### src/cctx_pkg.sv
// constants, types and register map of the transmit content cipher engine
`default_nettype none
package cctx_pkg;
   // register word indices on the control and status port
   localparam logic [1:0] REG_CRYPTO_COMMAND = 2'h0;
   localparam logic [1:0] REG_MSG_IN = 2'h1;
   localparam logic [1:0] REG_STATUS = 2'h2;
   localparam logic [1:0] REG_MSG_OUT = 2'h3;
   localparam int unsigned CSR_ADDR_W = 2;
   localparam int unsigned CSR_DATA_W = 32;

   // command bit positions, one-hot
   localparam int unsigned CMD_W = 11;
   localparam int unsigned BIT_MAKE_TX_NONCE = 0;
   localparam int unsigned BIT_START_SIGNATURE_CHECK = 1;
   localparam int unsigned BIT_MAKE_ENC_MASTER_KEY = 2;
   localparam int unsigned BIT_START_KEY_DERIVE = 3;
   localparam int unsigned BIT_START_H_CHECK = 4;
   localparam int unsigned BIT_MAKE_LOCALITY_NONCE = 5;
   localparam int unsigned BIT_START_LOCALITY_CHECK = 6;
   localparam int unsigned BIT_MAKE_ENC_SESSION_KEY = 7;
   localparam int unsigned BIT_MAKE_INIT_VECTOR = 8;
   localparam int unsigned BIT_START_V_CHECK = 9;
   localparam int unsigned BIT_START_M_CHECK = 10;

   // status register fields; bits 10:0 are per-command done flags
   localparam int unsigned STAT_OK_BIT = 31;
   localparam int unsigned STAT_BUSY_BIT = 30;
   localparam int unsigned STAT_KEY_BIT = 29;

   // key port: four 32-bit words, word 3 holds the top bits
   localparam int unsigned KEY_WORDS = 4;
   localparam int unsigned KEY_ADDR_W = 2;
   localparam logic [1:0] KEY_LAST_ADDR = 2'h3;

   // result lengths in bytes
   localparam logic [7:0] LEN_NONCE = 8'h08;
   localparam logic [7:0] LEN_SESSION_KEY = 8'h10;
   localparam logic [7:0] LEN_MASTER_KEY = 8'h80;
   localparam logic [7:0] LEN_NONE = 8'h00;
   // signature (384) plus receiver identifier (5)
   localparam logic [9:0] SIG_MIN_BYTES = 10'h185;

   // reset values
   localparam logic [31:0] LFSR_SEED = 32'h0000_0001;
   localparam logic [CMD_W-1:0] CMD_RESET = 11'h000;

   typedef struct packed {
      logic de;
      logic [7:0] aux;
      logic [23:0] pixel;
   } cctx_video_s;

   typedef struct packed {
      logic write;
      logic read;
      logic [CSR_ADDR_W-1:0] addr;
      logic [CSR_DATA_W-1:0] wdata;
   } cctx_csr_req_s;

   typedef enum logic [2:0] {
      ST_KEY = 3'b001,
      ST_IDLE = 3'b010,
      ST_BUSY = 3'b100
   } cctx_state_e;
endpackage : cctx_pkg
`default_nettype wire

### src/cctx_fifo.sv
// synchronous valid/ready fifo with parameter width and depth
`timescale 1ns/100ps
`default_nettype none
module cctx_fifo #(
   parameter int unsigned WIDTH = 33,
   parameter int unsigned DEPTH = 8
) (
   // clock and reset
   input wire logic ref_clk,
   input wire logic nrst,
   // fill side
   input wire logic in_valid,
   output logic in_ready,
   input wire logic [WIDTH-1:0] in_data,
   // drain side
   output logic out_valid,
   input wire logic out_ready,
   output logic [WIDTH-1:0] out_data
);
   localparam int unsigned PTR_W = $clog2(DEPTH);

   initial begin
      if (DEPTH < 2 || (DEPTH & (DEPTH - 1)) != 0 || WIDTH < 1) begin
         $error("fifo depth must be a power of two of at least 2");
      end
   end

   logic [WIDTH-1:0] mem [DEPTH];
   logic [PTR_W-1:0] wr_ptr;
   logic [PTR_W-1:0] rd_ptr;
   logic [PTR_W:0] count;
   wire push = in_valid && in_ready;
   wire pop = out_valid && out_ready;

   assign in_ready = (count != (PTR_W+1)'(DEPTH));
   assign out_valid = (count != '0);
   assign out_data = mem[rd_ptr];

   always_ff @(posedge ref_clk) begin
      if (push) begin
         mem[wr_ptr] <= in_data;
      end
   end

   always_ff @(posedge ref_clk or negedge nrst) begin
      if (!nrst) begin
         wr_ptr <= '0;
         rd_ptr <= '0;
         count <= '0;
      end else begin
         wr_ptr <= wr_ptr + PTR_W'(push);
         rd_ptr <= rd_ptr + PTR_W'(pop);
         count <= count + (PTR_W+1)'(push) - (PTR_W+1)'(pop);
      end
   end
endmodule : cctx_fifo
`default_nettype wire

### src/cctx_tx_auth_ctrl.sv
// transmit content cipher: command engine, key fetch and video encryption
//
// Contract
// - encrypt video and aux data before it goes onto the serial link
// - processor reaches control and status registers over memory-mapped port
// - fetch the 128-bit global constant key over the key port
// - take content on the video input port and encrypt it
// - encryption status signaling from upstream decides which frames encrypt
// - every command bit clears itself once the operation is busy
// - bit 10 computes M and compares against received M'
// - bit 9 computes V and compares against received V'
// - bit 8 generates a fresh initialization vector for software
// - bit 7 generates a new encrypted session key for software
// - bit 6 computes L and compares against received L'
// - bit 4 computes H and compares against received H'
// - bit 3 derives the key-derivation output kd
// - bit 2 produces a new encrypted master key for software
// - bit 1 verifies a certificate or revocation list signature
// - bit 0 generates a fresh transmitter nonce for software
// - bit 5 generates a new random locality nonce, self-clearing
`timescale 1ns/100ps
`default_nettype none
module cctx_tx_auth_ctrl #(
   parameter int unsigned OP_CYCLES = 32,
   parameter int unsigned OUT_DEPTH = 128,
   parameter int unsigned FIFO_DEPTH = 8
) (
   // clock and reset
   input wire logic ref_clk,
   input wire logic nrst,
   // control and status port
   input wire cctx_pkg::cctx_csr_req_s csr_req,
   output logic [cctx_pkg::CSR_DATA_W-1:0] csr_rdata,
   // key port
   output logic key_rd,
   output logic [cctx_pkg::KEY_ADDR_W-1:0] key_addr,
   input wire logic [31:0] key_rdata,
   // video and aux input
   input wire logic vid_in_valid,
   output logic vid_in_ready,
   input wire cctx_pkg::cctx_video_s vid_in,
   input wire logic encryption_status_signaling,
   // encrypted output toward the serial link
   output logic vid_out_valid,
   input wire logic vid_out_ready,
   output cctx_pkg::cctx_video_s vid_out
);
   localparam int unsigned VID_W = $bits(cctx_pkg::cctx_video_s);
   localparam int unsigned OUT_W = $clog2(OUT_DEPTH);

   initial begin
      if (OP_CYCLES < 1 || OP_CYCLES > 127) begin
         $error("op cycles must lie in 1..127");
      end
      if (OUT_DEPTH < 128 || OUT_DEPTH > 256) begin
         $error("output buffer must hold 128 to 256 bytes");
      end
   end

   ////////////////////////////////////////////////////////////////////////
   // functions

   function automatic logic is_one_hot(input logic [cctx_pkg::CMD_W-1:0] v);
      is_one_hot = (v != '0) && ((v & (v - 11'h001)) == '0);
   endfunction : is_one_hot

   function automatic logic [7:0] result_len(
      input logic [cctx_pkg::CMD_W-1:0] c);
      if (c[cctx_pkg::BIT_MAKE_ENC_MASTER_KEY]) begin
         result_len = cctx_pkg::LEN_MASTER_KEY;
      end else if (c[cctx_pkg::BIT_MAKE_ENC_SESSION_KEY]) begin
         result_len = cctx_pkg::LEN_SESSION_KEY;
      end else if (c[cctx_pkg::BIT_MAKE_TX_NONCE] ||
                   c[cctx_pkg::BIT_MAKE_LOCALITY_NONCE] ||
                   c[cctx_pkg::BIT_MAKE_INIT_VECTOR]) begin
         result_len = cctx_pkg::LEN_NONCE;
      end else begin
         result_len = cctx_pkg::LEN_NONE;
      end
   endfunction : result_len

   function automatic logic [31:0] fold_key(input logic [127:0] k);
      fold_key = k[127:96] ^ k[95:64] ^ k[63:32] ^ k[31:0];
   endfunction : fold_key

   ////////////////////////////////////////////////////////////////////////
   // state

   cctx_pkg::cctx_state_e state;
   cctx_pkg::cctx_state_e next_state;
   logic [cctx_pkg::CMD_W-1:0] crypto_command;
   logic [cctx_pkg::CMD_W-1:0] op;
   logic [cctx_pkg::CMD_W-1:0] done;
   logic ok;
   logic [7:0] op_len;
   logic [7:0] op_cnt;
   logic [127:0] global_constant_key;
   logic key_loaded;
   logic key_pend;
   logic [31:0] lfsr;
   logic [31:0] msg_acc;
   logic [9:0] msg_count;
   logic [31:0] kd;
   logic [31:0] ks_state;
   logic [7:0] out_mem [OUT_DEPTH];
   logic [OUT_W-1:0] rd_ptr;

   ////////////////////////////////////////////////////////////////////////
   // register decode

   wire wr_cmd = csr_req.write &&
                 csr_req.addr == cctx_pkg::REG_CRYPTO_COMMAND;
   wire wr_msg = csr_req.write && csr_req.addr == cctx_pkg::REG_MSG_IN;
   wire rd_out = csr_req.read && csr_req.addr == cctx_pkg::REG_MSG_OUT;
   wire [cctx_pkg::CMD_W-1:0] cmd_bits = csr_req.wdata[cctx_pkg::CMD_W-1:0];
   wire cmd_legal = is_one_hot(cmd_bits);
   wire start = (state == cctx_pkg::ST_IDLE) && crypto_command != '0;
   wire [7:0] start_len = result_len(crypto_command);
   wire [7:0] op_last = op_len + 8'(OP_CYCLES);
   wire finish = (state == cctx_pkg::ST_BUSY) && (op_cnt == op_last);
   wire is_compare = op[cctx_pkg::BIT_START_M_CHECK] ||
                     op[cctx_pkg::BIT_START_V_CHECK] ||
                     op[cctx_pkg::BIT_START_LOCALITY_CHECK] ||
                     op[cctx_pkg::BIT_START_H_CHECK];
   wire cmp_ok = (msg_acc == (fold_key(global_constant_key) ^ kd));
   wire sig_ok = (msg_count >= cctx_pkg::SIG_MIN_BYTES);
   wire [7:0] rand_byte = lfsr[7:0];
   wire [7:0] sess_byte = lfsr[7:0] ^ kd[7:0];
   wire [31:0] next_lfsr = {lfsr[30:0],
                            lfsr[31] ^ lfsr[21] ^ lfsr[1] ^ lfsr[0]};
   wire [31:0] status_word = {ok, state == cctx_pkg::ST_BUSY, key_loaded,
                              18'h00000, done};

   ////////////////////////////////////////////////////////////////////////
   // key fetch

   assign key_rd = (state == cctx_pkg::ST_KEY) && !key_pend;
   logic [cctx_pkg::KEY_ADDR_W-1:0] key_fetch_idx;
   assign key_addr = key_fetch_idx;
   wire key_last = key_pend && key_fetch_idx == cctx_pkg::KEY_LAST_ADDR;

   always_ff @(posedge ref_clk or negedge nrst) begin
      if (!nrst) begin
         key_pend <= 1'b0;
         key_fetch_idx <= '0;
         global_constant_key <= '0;
         key_loaded <= 1'b0;
      end else begin
         key_pend <= key_rd;
         if (key_pend) begin
            // word n lands in bits 32n+31:32n
            global_constant_key[key_fetch_idx*32 +: 32] <= key_rdata;
            key_fetch_idx <= key_fetch_idx + 2'h1;
         end
         key_loaded <= key_loaded || key_last;
      end
   end

   ////////////////////////////////////////////////////////////////////////
   // command engine

   always_comb begin
      next_state = state;
      unique case (state)
         cctx_pkg::ST_KEY: begin
            if (key_last) begin
               next_state = cctx_pkg::ST_IDLE;
            end
         end
         cctx_pkg::ST_IDLE: begin
            if (start) begin
               next_state = cctx_pkg::ST_BUSY;
            end
         end
         cctx_pkg::ST_BUSY: begin
            if (finish) begin
               next_state = cctx_pkg::ST_IDLE;
            end
         end
         default: next_state = cctx_pkg::ST_IDLE;
      endcase
   end

   always_ff @(posedge ref_clk or negedge nrst) begin
      if (!nrst) begin
         state <= cctx_pkg::ST_KEY;
         crypto_command <= cctx_pkg::CMD_RESET;
         op <= '0;
         op_len <= '0;
         op_cnt <= '0;
      end else begin
         state <= next_state;
         if (start) begin
            crypto_command <= (wr_cmd && cmd_legal) ? cmd_bits : '0;
            op <= crypto_command;
            op_len <= start_len;
            op_cnt <= '0;
         end else if (wr_cmd && cmd_legal) begin
            crypto_command <= cmd_bits;
         end
         if (state == cctx_pkg::ST_BUSY) begin
            op_cnt <= op_cnt + 8'h01;
         end
      end
   end

   // done flags: cleared when the same command starts, set at its end
   always_ff @(posedge ref_clk or negedge nrst) begin
      if (!nrst) begin
         done <= '0;
         ok <= 1'b0;
         kd <= '0;
      end else begin
         if (start) begin
            done <= done & ~crypto_command;
            ok <= 1'b0;
         end
         if (finish) begin
            done <= done | op;
            if (is_compare) begin
               ok <= cmp_ok;
            end else if (op[cctx_pkg::BIT_START_SIGNATURE_CHECK]) begin
               ok <= sig_ok;
            end else begin
               ok <= 1'b1;
            end
            if (op[cctx_pkg::BIT_START_KEY_DERIVE]) begin
               kd <= fold_key(global_constant_key) ^ msg_acc;
            end
         end
      end
   end

   // result bytes are drawn one per busy cycle while op_cnt is below op_len
   always_ff @(posedge ref_clk) begin
      if (state == cctx_pkg::ST_BUSY && op_cnt < op_len) begin
         if (op[cctx_pkg::BIT_MAKE_ENC_SESSION_KEY] ||
             op[cctx_pkg::BIT_MAKE_ENC_MASTER_KEY]) begin
            out_mem[op_cnt[OUT_W-1:0]] <= sess_byte;
         end else begin
            out_mem[op_cnt[OUT_W-1:0]] <= rand_byte;
         end
      end
   end

   ////////////////////////////////////////////////////////////////////////
   // message input, readout and random source

   always_ff @(posedge ref_clk or negedge nrst) begin
      if (!nrst) begin
         lfsr <= cctx_pkg::LFSR_SEED;
         msg_acc <= '0;
         msg_count <= '0;
         rd_ptr <= '0;
         csr_rdata <= '0;
      end else begin
         lfsr <= next_lfsr;
         if (finish) begin
            msg_acc <= '0;
            msg_count <= '0;
         end else if (wr_msg) begin
            msg_acc <= {msg_acc[23:0], msg_acc[31:24] ^ csr_req.wdata[7:0]};
            msg_count <= msg_count + 10'h001;
         end
         if (start) begin
            rd_ptr <= '0;
         end else if (rd_out) begin
            rd_ptr <= rd_ptr + OUT_W'(1);
         end
         if (csr_req.read) begin
            unique case (csr_req.addr)
               cctx_pkg::REG_STATUS: csr_rdata <= status_word;
               cctx_pkg::REG_MSG_OUT: csr_rdata <= {24'h0, out_mem[rd_ptr]};
               default: csr_rdata <= '0;
            endcase
         end
      end
   end

   ////////////////////////////////////////////////////////////////////////
   // video encryption

   cctx_pkg::cctx_video_s enc_data;
   logic fifo_in_ready;
   wire enc_active = encryption_status_signaling && key_loaded;
   wire vid_take = vid_in_valid && fifo_in_ready;

   assign vid_in_ready = fifo_in_ready;
   assign enc_data.de = vid_in.de;
   assign enc_data.aux = enc_active ? vid_in.aux ^ ks_state[31:24]
                                    : vid_in.aux;
   assign enc_data.pixel = enc_active ? vid_in.pixel ^ ks_state[23:0]
                                      : vid_in.pixel;

   always_ff @(posedge ref_clk or negedge nrst) begin
      if (!nrst) begin
         ks_state <= cctx_pkg::LFSR_SEED;
      end else if (finish && op[cctx_pkg::BIT_MAKE_ENC_SESSION_KEY]) begin
         ks_state <= kd ^ lfsr ^ fold_key(global_constant_key);
      end else if (vid_take && enc_active) begin
         ks_state <= {ks_state[30:0],
                      ks_state[31] ^ ks_state[21] ^ ks_state[1] ^ ks_state[0]};
      end
   end

   cctx_fifo #(
      .WIDTH(VID_W),
      .DEPTH(FIFO_DEPTH)
   ) u_fifo (
      .ref_clk(ref_clk),
      .nrst(nrst),
      .in_valid(vid_in_valid),
      .in_ready(fifo_in_ready),
      .in_data(enc_data),
      .out_valid(vid_out_valid),
      .out_ready(vid_out_ready),
      .out_data(vid_out)
   );
endmodule : cctx_tx_auth_ctrl
`default_nettype wire

### config.mk
export PLATFORM = sky130hd
export DESIGN_NAME = cctx_tx_auth_ctrl
export DESIGN_NICKNAME = d
export VERILOG_FILES = /design/src/cctx_pkg.sv /design/src/cctx_fifo.sv /design/src/cctx_tx_auth_ctrl.sv
export SDC_FILE = /design/constraint.sdc
export NUM_CORES = 2
export LEC_CHECK = 0
export ABC_CLOCK_PERIOD_IN_PS = 6270
export BUFFER_PORTS_ARGS = -buffer_cell sky130_fd_sc_hd__buf_2
export CAP_MARGIN = 20
export CORE_ASPECT_RATIO = 1.1
export CORE_UTILIZATION = 56
export DETAILED_ROUTE_END_ITERATION = 12
export PLACE_DENSITY_LB_ADDON = 0.15
export SLEW_MARGIN = 20
export SYNTH_ARGS = -nofsm -noshare
export SYNTH_HDL_FRONTEND = slang
export SYNTH_SLANG_ARGS = --single-unit
### constraint.sdc
create_clock -name ref_clk -period 6.27 [get_ports ref_clk]
set_input_delay 1.5675 -clock ref_clk [delete_from_list [all_inputs] [get_ports ref_clk]]
set_output_delay 1.5675 -clock ref_clk [all_outputs]
set_load 0.005 [all_outputs]
# [Word-level counts from Yosys, hierarchy flattened]
# Memory sizes are Yosys's and may differ from the RTL's.
# Index checks and enable logic that the tools add are counted.
[op_classes] n_mux=39 magnitude_cmp=2 reduce_logical=36 add_sub_neg=11 n_div=0 multipliers=0 shifts=2 n_bitwise=22 n_eq_ne=13
[op_table] cell="bitwise XOR 32 bit" count=7
[op_table] cell="bitwise mux 128 bit" count=1
[op_table] cell="two-way mux 32 bit" count=4
[op_table] cell="variable shift 32 x 34 -> 128 bit, first input constant" count=1
[op_table] cell="variable part select 32 x 34 -> 128 bit" count=1
[op_table] cell="case mux 32 bit (2 select lines)" count=1
[op_table] cell="two-way mux 11 bit" count=5
[op_table] cell="two-way mux 8 bit" count=5
[op_table] cell="negator 7 -> 34 bit" count=1
[op_table] cell="equality test 32 bit" count=1
[op_table] cell="two-way mux 24 bit" count=1
[op_table] cell="bitwise XOR 24 bit" count=1
[op_table] cell="bitwise XOR 8 bit" count=3
[op_table] cell="AND 11 bit" count=2
[op_table] cell="nonzero test 11 bit" count=2
[op_table] cell="two-way mux 10 bit" count=2
[op_table] cell="logical AND 1 bit" count=15
[op_table] cell="two-way mux 7 bit" count=2
[op_table] cell="two-way mux 1 bit" count=12
[op_table] cell="nonzero test 2 bit" count=6
[op_table] cell="zero test 11 bit" count=1
[op_table] cell="inverter 11 bit" count=1
[op_table] cell="OR 11 bit" count=1
[op_table] cell="subtractor 11 x 1 -> 11 bit, second input constant" count=1
[op_table] cell="30 further kinds" count=48
[totals] mem_count=2 in_bits=106 latch_bits=0 ram_bits=1288 rom_bits=0 reg_bits=372 out_inout_bits=70 elab_cells=148
[mem_list] memory="out_mem" depth=128 width=8 read_ports=1 rd_ports_with_merged_regs=0 wr=1 line="cctx_tx_auth_ctrl.sv:105" text="logic [7:0] out_mem [OUT_DEPTH];"
[mem_list] memory="u_fifo.mem" depth=8 width=33 read_ports=1 rd_ports_with_merged_regs=0 wr=1 line="cctx_fifo.sv:28" text="logic [WIDTH-1:0] mem [DEPTH];"

# [Longest topological paths before layout]
[depth] depth_word=7 mapped_depth=13 mapped_depth_nobuf=10

# [Cells and area by module]
# A second synthesis with hierarchy kept.
[unflattened] hier_cells=3708 area_unflattened_um2=66233.5
[by_module_without_submodules] module="cctx_tx_auth_ctrl" seq_area_each_um2=39211.4 n_inst=1 area_each_um2=55733.5 cells_each=3274
[by_module_without_submodules] module="cctx_fifo" seq_area_each_um2=8177.8 n_inst=1 area_each_um2=10500.1 cells_each=434

# [Least setup slack after synthesis]
# No wires, ideal clock.
[synth_path] path_type="reg-to-reg" from="register op_cnt[4]" to="memory out_mem[0][0], data pin" required_time_ns=5.343 t_arrival_ns=5.111 path_stages_with_launch=10 setup_time_ns=0.927 n_path_buf=1 slack_ns=0.233 period_less_slack_ns=6.037 cell_sequence="dfrtp_1 -> ha_1 -> inv_1 -> o21ai_0 -> o21ai_0 -> nand2_1 -> or3_1 -> clkbuf_1 -> nand2_1 -> xnor2_1"
[synth_between] elab_chain_cells=5
[synth_lines] item="from (decl)" line="cctx_tx_auth_ctrl.sv:96" text="logic [7:0] op_cnt;"
[synth_lines] item="from (signal assigned)" line="cctx_tx_auth_ctrl.sv:202" text="op_cnt <= op_cnt + 8'h01;"
[synth_lines] item="less-than comparator 8 bit" line="cctx_tx_auth_ctrl.sv:236" text="if (state == cctx_pkg::ST_BUSY && op_cnt < op_len) begin"
[synth_lines] item="logical AND 1 bit" line="cctx_tx_auth_ctrl.sv:236"
[synth_lines] item="two-way mux 1 bit" line="cctx_tx_auth_ctrl.sv:236"
[synth_lines] item="two-way mux 1 bit (not written as such)" line="cctx_tx_auth_ctrl.sv:241" text="out_mem[op_cnt[OUT_W-1:0]] <= rand_byte;"
[synth_lines] item="two-way mux 8 bit (no source line)"
[synth_lines] item="to (decl)" line="cctx_tx_auth_ctrl.sv:105"
# Every way passes these cells.

==> results.sh <==
export IMPL_worstPathRequired_ns=4.70
export IMPL_maxSlewViolCount=0
export IMPL_avgRoutedWirePerCell_um=26.7
export IMPL_min_period_over_period_pct=75.8
export IMPL_rsz0062_at_grt="no"
export IMPL_place_area_sq_mm=0.0688
export IMPL_synth_seq_cells=1636
export IMPL_async_reset_ff_share_pct=21.3
export IMPL_outcome="finished clean"
export IMPL_totalWireLength_um=151000
export IMPL_cts_clk_slew_worst_paths_ns=0.06
export IMPL_h_tree_depth=4
export IMPL_ys_seq_area_share_pct=71.2
export IMPL_avgSynthCellArea_sq_um=17.4
export IMPL_relSlewSlack_pct=28.9
export IMPL_vias_per_cell=6.09
export IMPL_drt_iter0_markers=3415
export IMPL_worst_pin_slew_ns=1.07
export IMPL_drive_gt1_share_pct=19.6
export IMPL_synth_main_ff_cell="edfxtp_1"
export IMPL_arrival_ns=3.18
export IMPL_antenna_found_initial=19
export IMPL_netlist_area_leader_share_pct=58.1
export IMPL_synth_distinct_cells=69
export IMPL_period_needed_ns=4.75
export IMPL_dr_pass1_iters=5
export IMPL_synth_area_leaders="edfxtp_1 (58%), dfrtp_1 (13%), mux4_2 (9.0%)"
export IMPL_overflow=0
export IMPL_hold_violations=0
export IMPL_yosys_warnings=0
export IMPL_start_kind="flip-flop"
export IMPL_cts_sinks=1636
export IMPL_post_cts_resized=0
export IMPL_synth_top_area_cell="edfxtp_1"
export IMPL_post_cts_buffers=0
export IMPL_vdd_ir_drop_max_uv=272
export IMPL_ant_nets=0
export IMPL_dieWidth_um=331
export IMPL_dpl_hpwl_um=93700
export IMPL_row_count=132
export IMPL_netlist_instances=3820
export IMPL_core_sq_mm=0.118
export IMPL_port_buffers=136
export IMPL_cp_end_kind="output pin"
export IMPL_drc=0
export IMPL_grt_use_total_pct=25.5
export IMPL_fmax_mhz=211
export IMPL_area_delta_synth_final_pct=11.4
export IMPL_hold_buffers=0
export IMPL_worstSetupPathType="reg -> out"
export IMPL_cts_tree="built"
export IMPL_initial_utilization_pct=56.5
export IMPL_cts_made_buffers=160
export IMPL_cts_buffer_depth=3
export IMPL_power_density_mw_per_mm2=372
export IMPL_root_buffer="clkbuf_16"
export IMPL_vias=34487
export IMPL_yosysMostFrequentCell="edfxtp_1"
export IMPL_postLayoutCoreUtil_pct=63.0
export IMPL_grt_pass1_wl_um=224000
export IMPL_dieArea_sq_mm=0.120
export IMPL_grt_max_degree=137
export IMPL_tns_ns=0
export IMPL_synth_edf_count=1288
export IMPL_io_pins=176
export IMPL_grt_pass1_vias=33978
export IMPL_maxCapViolCount=0
export IMPL_crit_fanout=42
export IMPL_dieHeight_um=364
export IMPL_report_final_setup_viol=0
export IMPL_design_area_sq_mm=0.0741
export IMPL_fin_nets=4116
export IMPL_synth_area_sq_mm=0.0665
export IMPL_insertion_delay_ns=0.78
export IMPL_skew_ns=0.0226
export IMPL_hp_class="reg -> reg"
export IMPL_place_gp_congestion=0.861
export IMPL_synth_commonest_cells="edfxtp_1 (1288), dfrtp_1 (345), mux4_2 (265)"
export IMPL_leakagePower_nw=26.0
## area by class of cell
cell class	instances	area [sq um]
diodes	6	15.0
clock buffers	217	4460
clock inverters	77	793
fillers	8313	43600
inverters	39	146
multi-input cells	1943	18100
flip-flops and latches	1636	47400
well taps	1541	1930
repair buffers	205	1310
## metal layers
metal  GRT usage [%]  wire length, um  vias up
met1            38.4            66000    17899
met2            38.3            70400     1210
met3            4.96            11000      237
met4            6.90             3490       18
li1                -                -    15123
met5               0              112        -
## power by group
group          leakage [nW]  internal (mW)  total, mW  switching [mW]
logic                  6.78           2.26       5.12            2.85
clock network          2.58           5.54       9.58            4.04
registers              16.6           12.3       12.9           0.638
## cell families after synthesis
logic type / count (synthesis) / synth area share (%)
flops: 1636 / 71.2
simple gates: 639 / 4.23
mux: 535 / 13.5
compound gates: 431 / 4.60
xor+xnor: 295 / 3.94
buf+inv: 258 / 1.99
fa+ha+maj: 25 / 0.481
other cells: 1 / 0.00564
## final timing paths
kind                                  startpoint                       to  slack (ns)  depth (start not counted)
worst min register to register          lfsr[28]                 lfsr[29]        0.39                          0
worst max-delay path            u_fifo.rd_ptr[0]              vid_out[29]        1.52                          4
worst max register to register         op_cnt[5]          out_mem[106][2]        2.11                          9
max in group asynchronous                   nrst  global_constant_key[33]        4.08                          2
worst min-delay path                    lfsr[28]                 lfsr[29]        0.39                          0
min in group asynchronous                   nrst         u_fifo.rd_ptr[0]        0.80                          1
## worst max-delay path, cell delays in order, from the launching register on
cell	delay, ns
dfrtp_4	0.98
buf_4	0.42
mux4_2	0.55
mux2_2	0.29
buf_2	0.14
## registers in the layout, summed over array words and instances (netlist names), 2 cells and up
register / cells
crypto_command: 11
rd_ptr: 7
state: 3
kd: 32
key_addr: 2
msg_count: 10
op_len: 2
global_constant_key: 128
op_cnt: 8
u_fifo.rd_ptr: 3
csr_rdata: 14
ks_state: 32
u_fifo.count: 4
u_fifo.mem: 264
out_mem: 1024
msg_acc: 32
op: 11
u_fifo.wr_ptr: 3
done: 11
lfsr: 32
## per-stage QoR
stage          std cells  total power [mW]  hold slack [ns]  setup slack (ns)
4_1_cts             5656              27.8            0.391              1.40
3_3_place_gp        5362              18.2            0.375              2.17
2_1_floorplan       3837              16.6            0.372             0.233
5_1_grt             5661              28.6            0.401              1.28
3_5_place_dp        5362              18.3            0.381              2.15
6_report            5664              27.6            0.391              1.52
## cells in the final DEF, fill, tap and decap left out, drive strengths merged, types with 6 or more instances in the layout
| cell | Yosys | layout |
|---|---|---|
| edfxtp | 1288 | 1288 |
| dfrtp | 345 | 345 |
| mux4 | 282 | 282 |
| xnor2 | 235 | 235 |
| nand2 | 233 | 233 |
| nor2 | 229 | 229 |
| clkbuf | 111 | 217 |
| mux2i | 205 | 205 |
| buf | 108 | 205 |
| a22o | 146 | 146 |
| a21oi | 85 | 85 |
| o21ai | 65 | 65 |
| xor2 | 57 | 57 |
| clkinv | 0 | 55 |
| mux2 | 48 | 48 |
| a22oi | 46 | 46 |
| inv | 39 | 45 |
| nand3 | 39 | 39 |
| nor2b | 34 | 34 |
| ha | 24 | 24 |
| nor3 | 20 | 20 |
| conb | 1 | 18 |
| a31oi | 17 | 17 |
| a221oi | 17 | 17 |
| nor4 | 17 | 17 |
| a211oi | 13 | 13 |
| bufinv | 0 | 13 |
| nand2b | 10 | 10 |
| o22ai | 10 | 10 |
| and3 | 9 | 9 |
| or2 | 9 | 9 |
| and2 | 9 | 9 |
| o211ai | 8 | 8 |
| nand3b | 7 | 7 |
| diode | 0 | 6 |
| nand4 | 6 | 6 |
| nor3b | 6 | 6 |
Power figures use the tool's default switching activity.
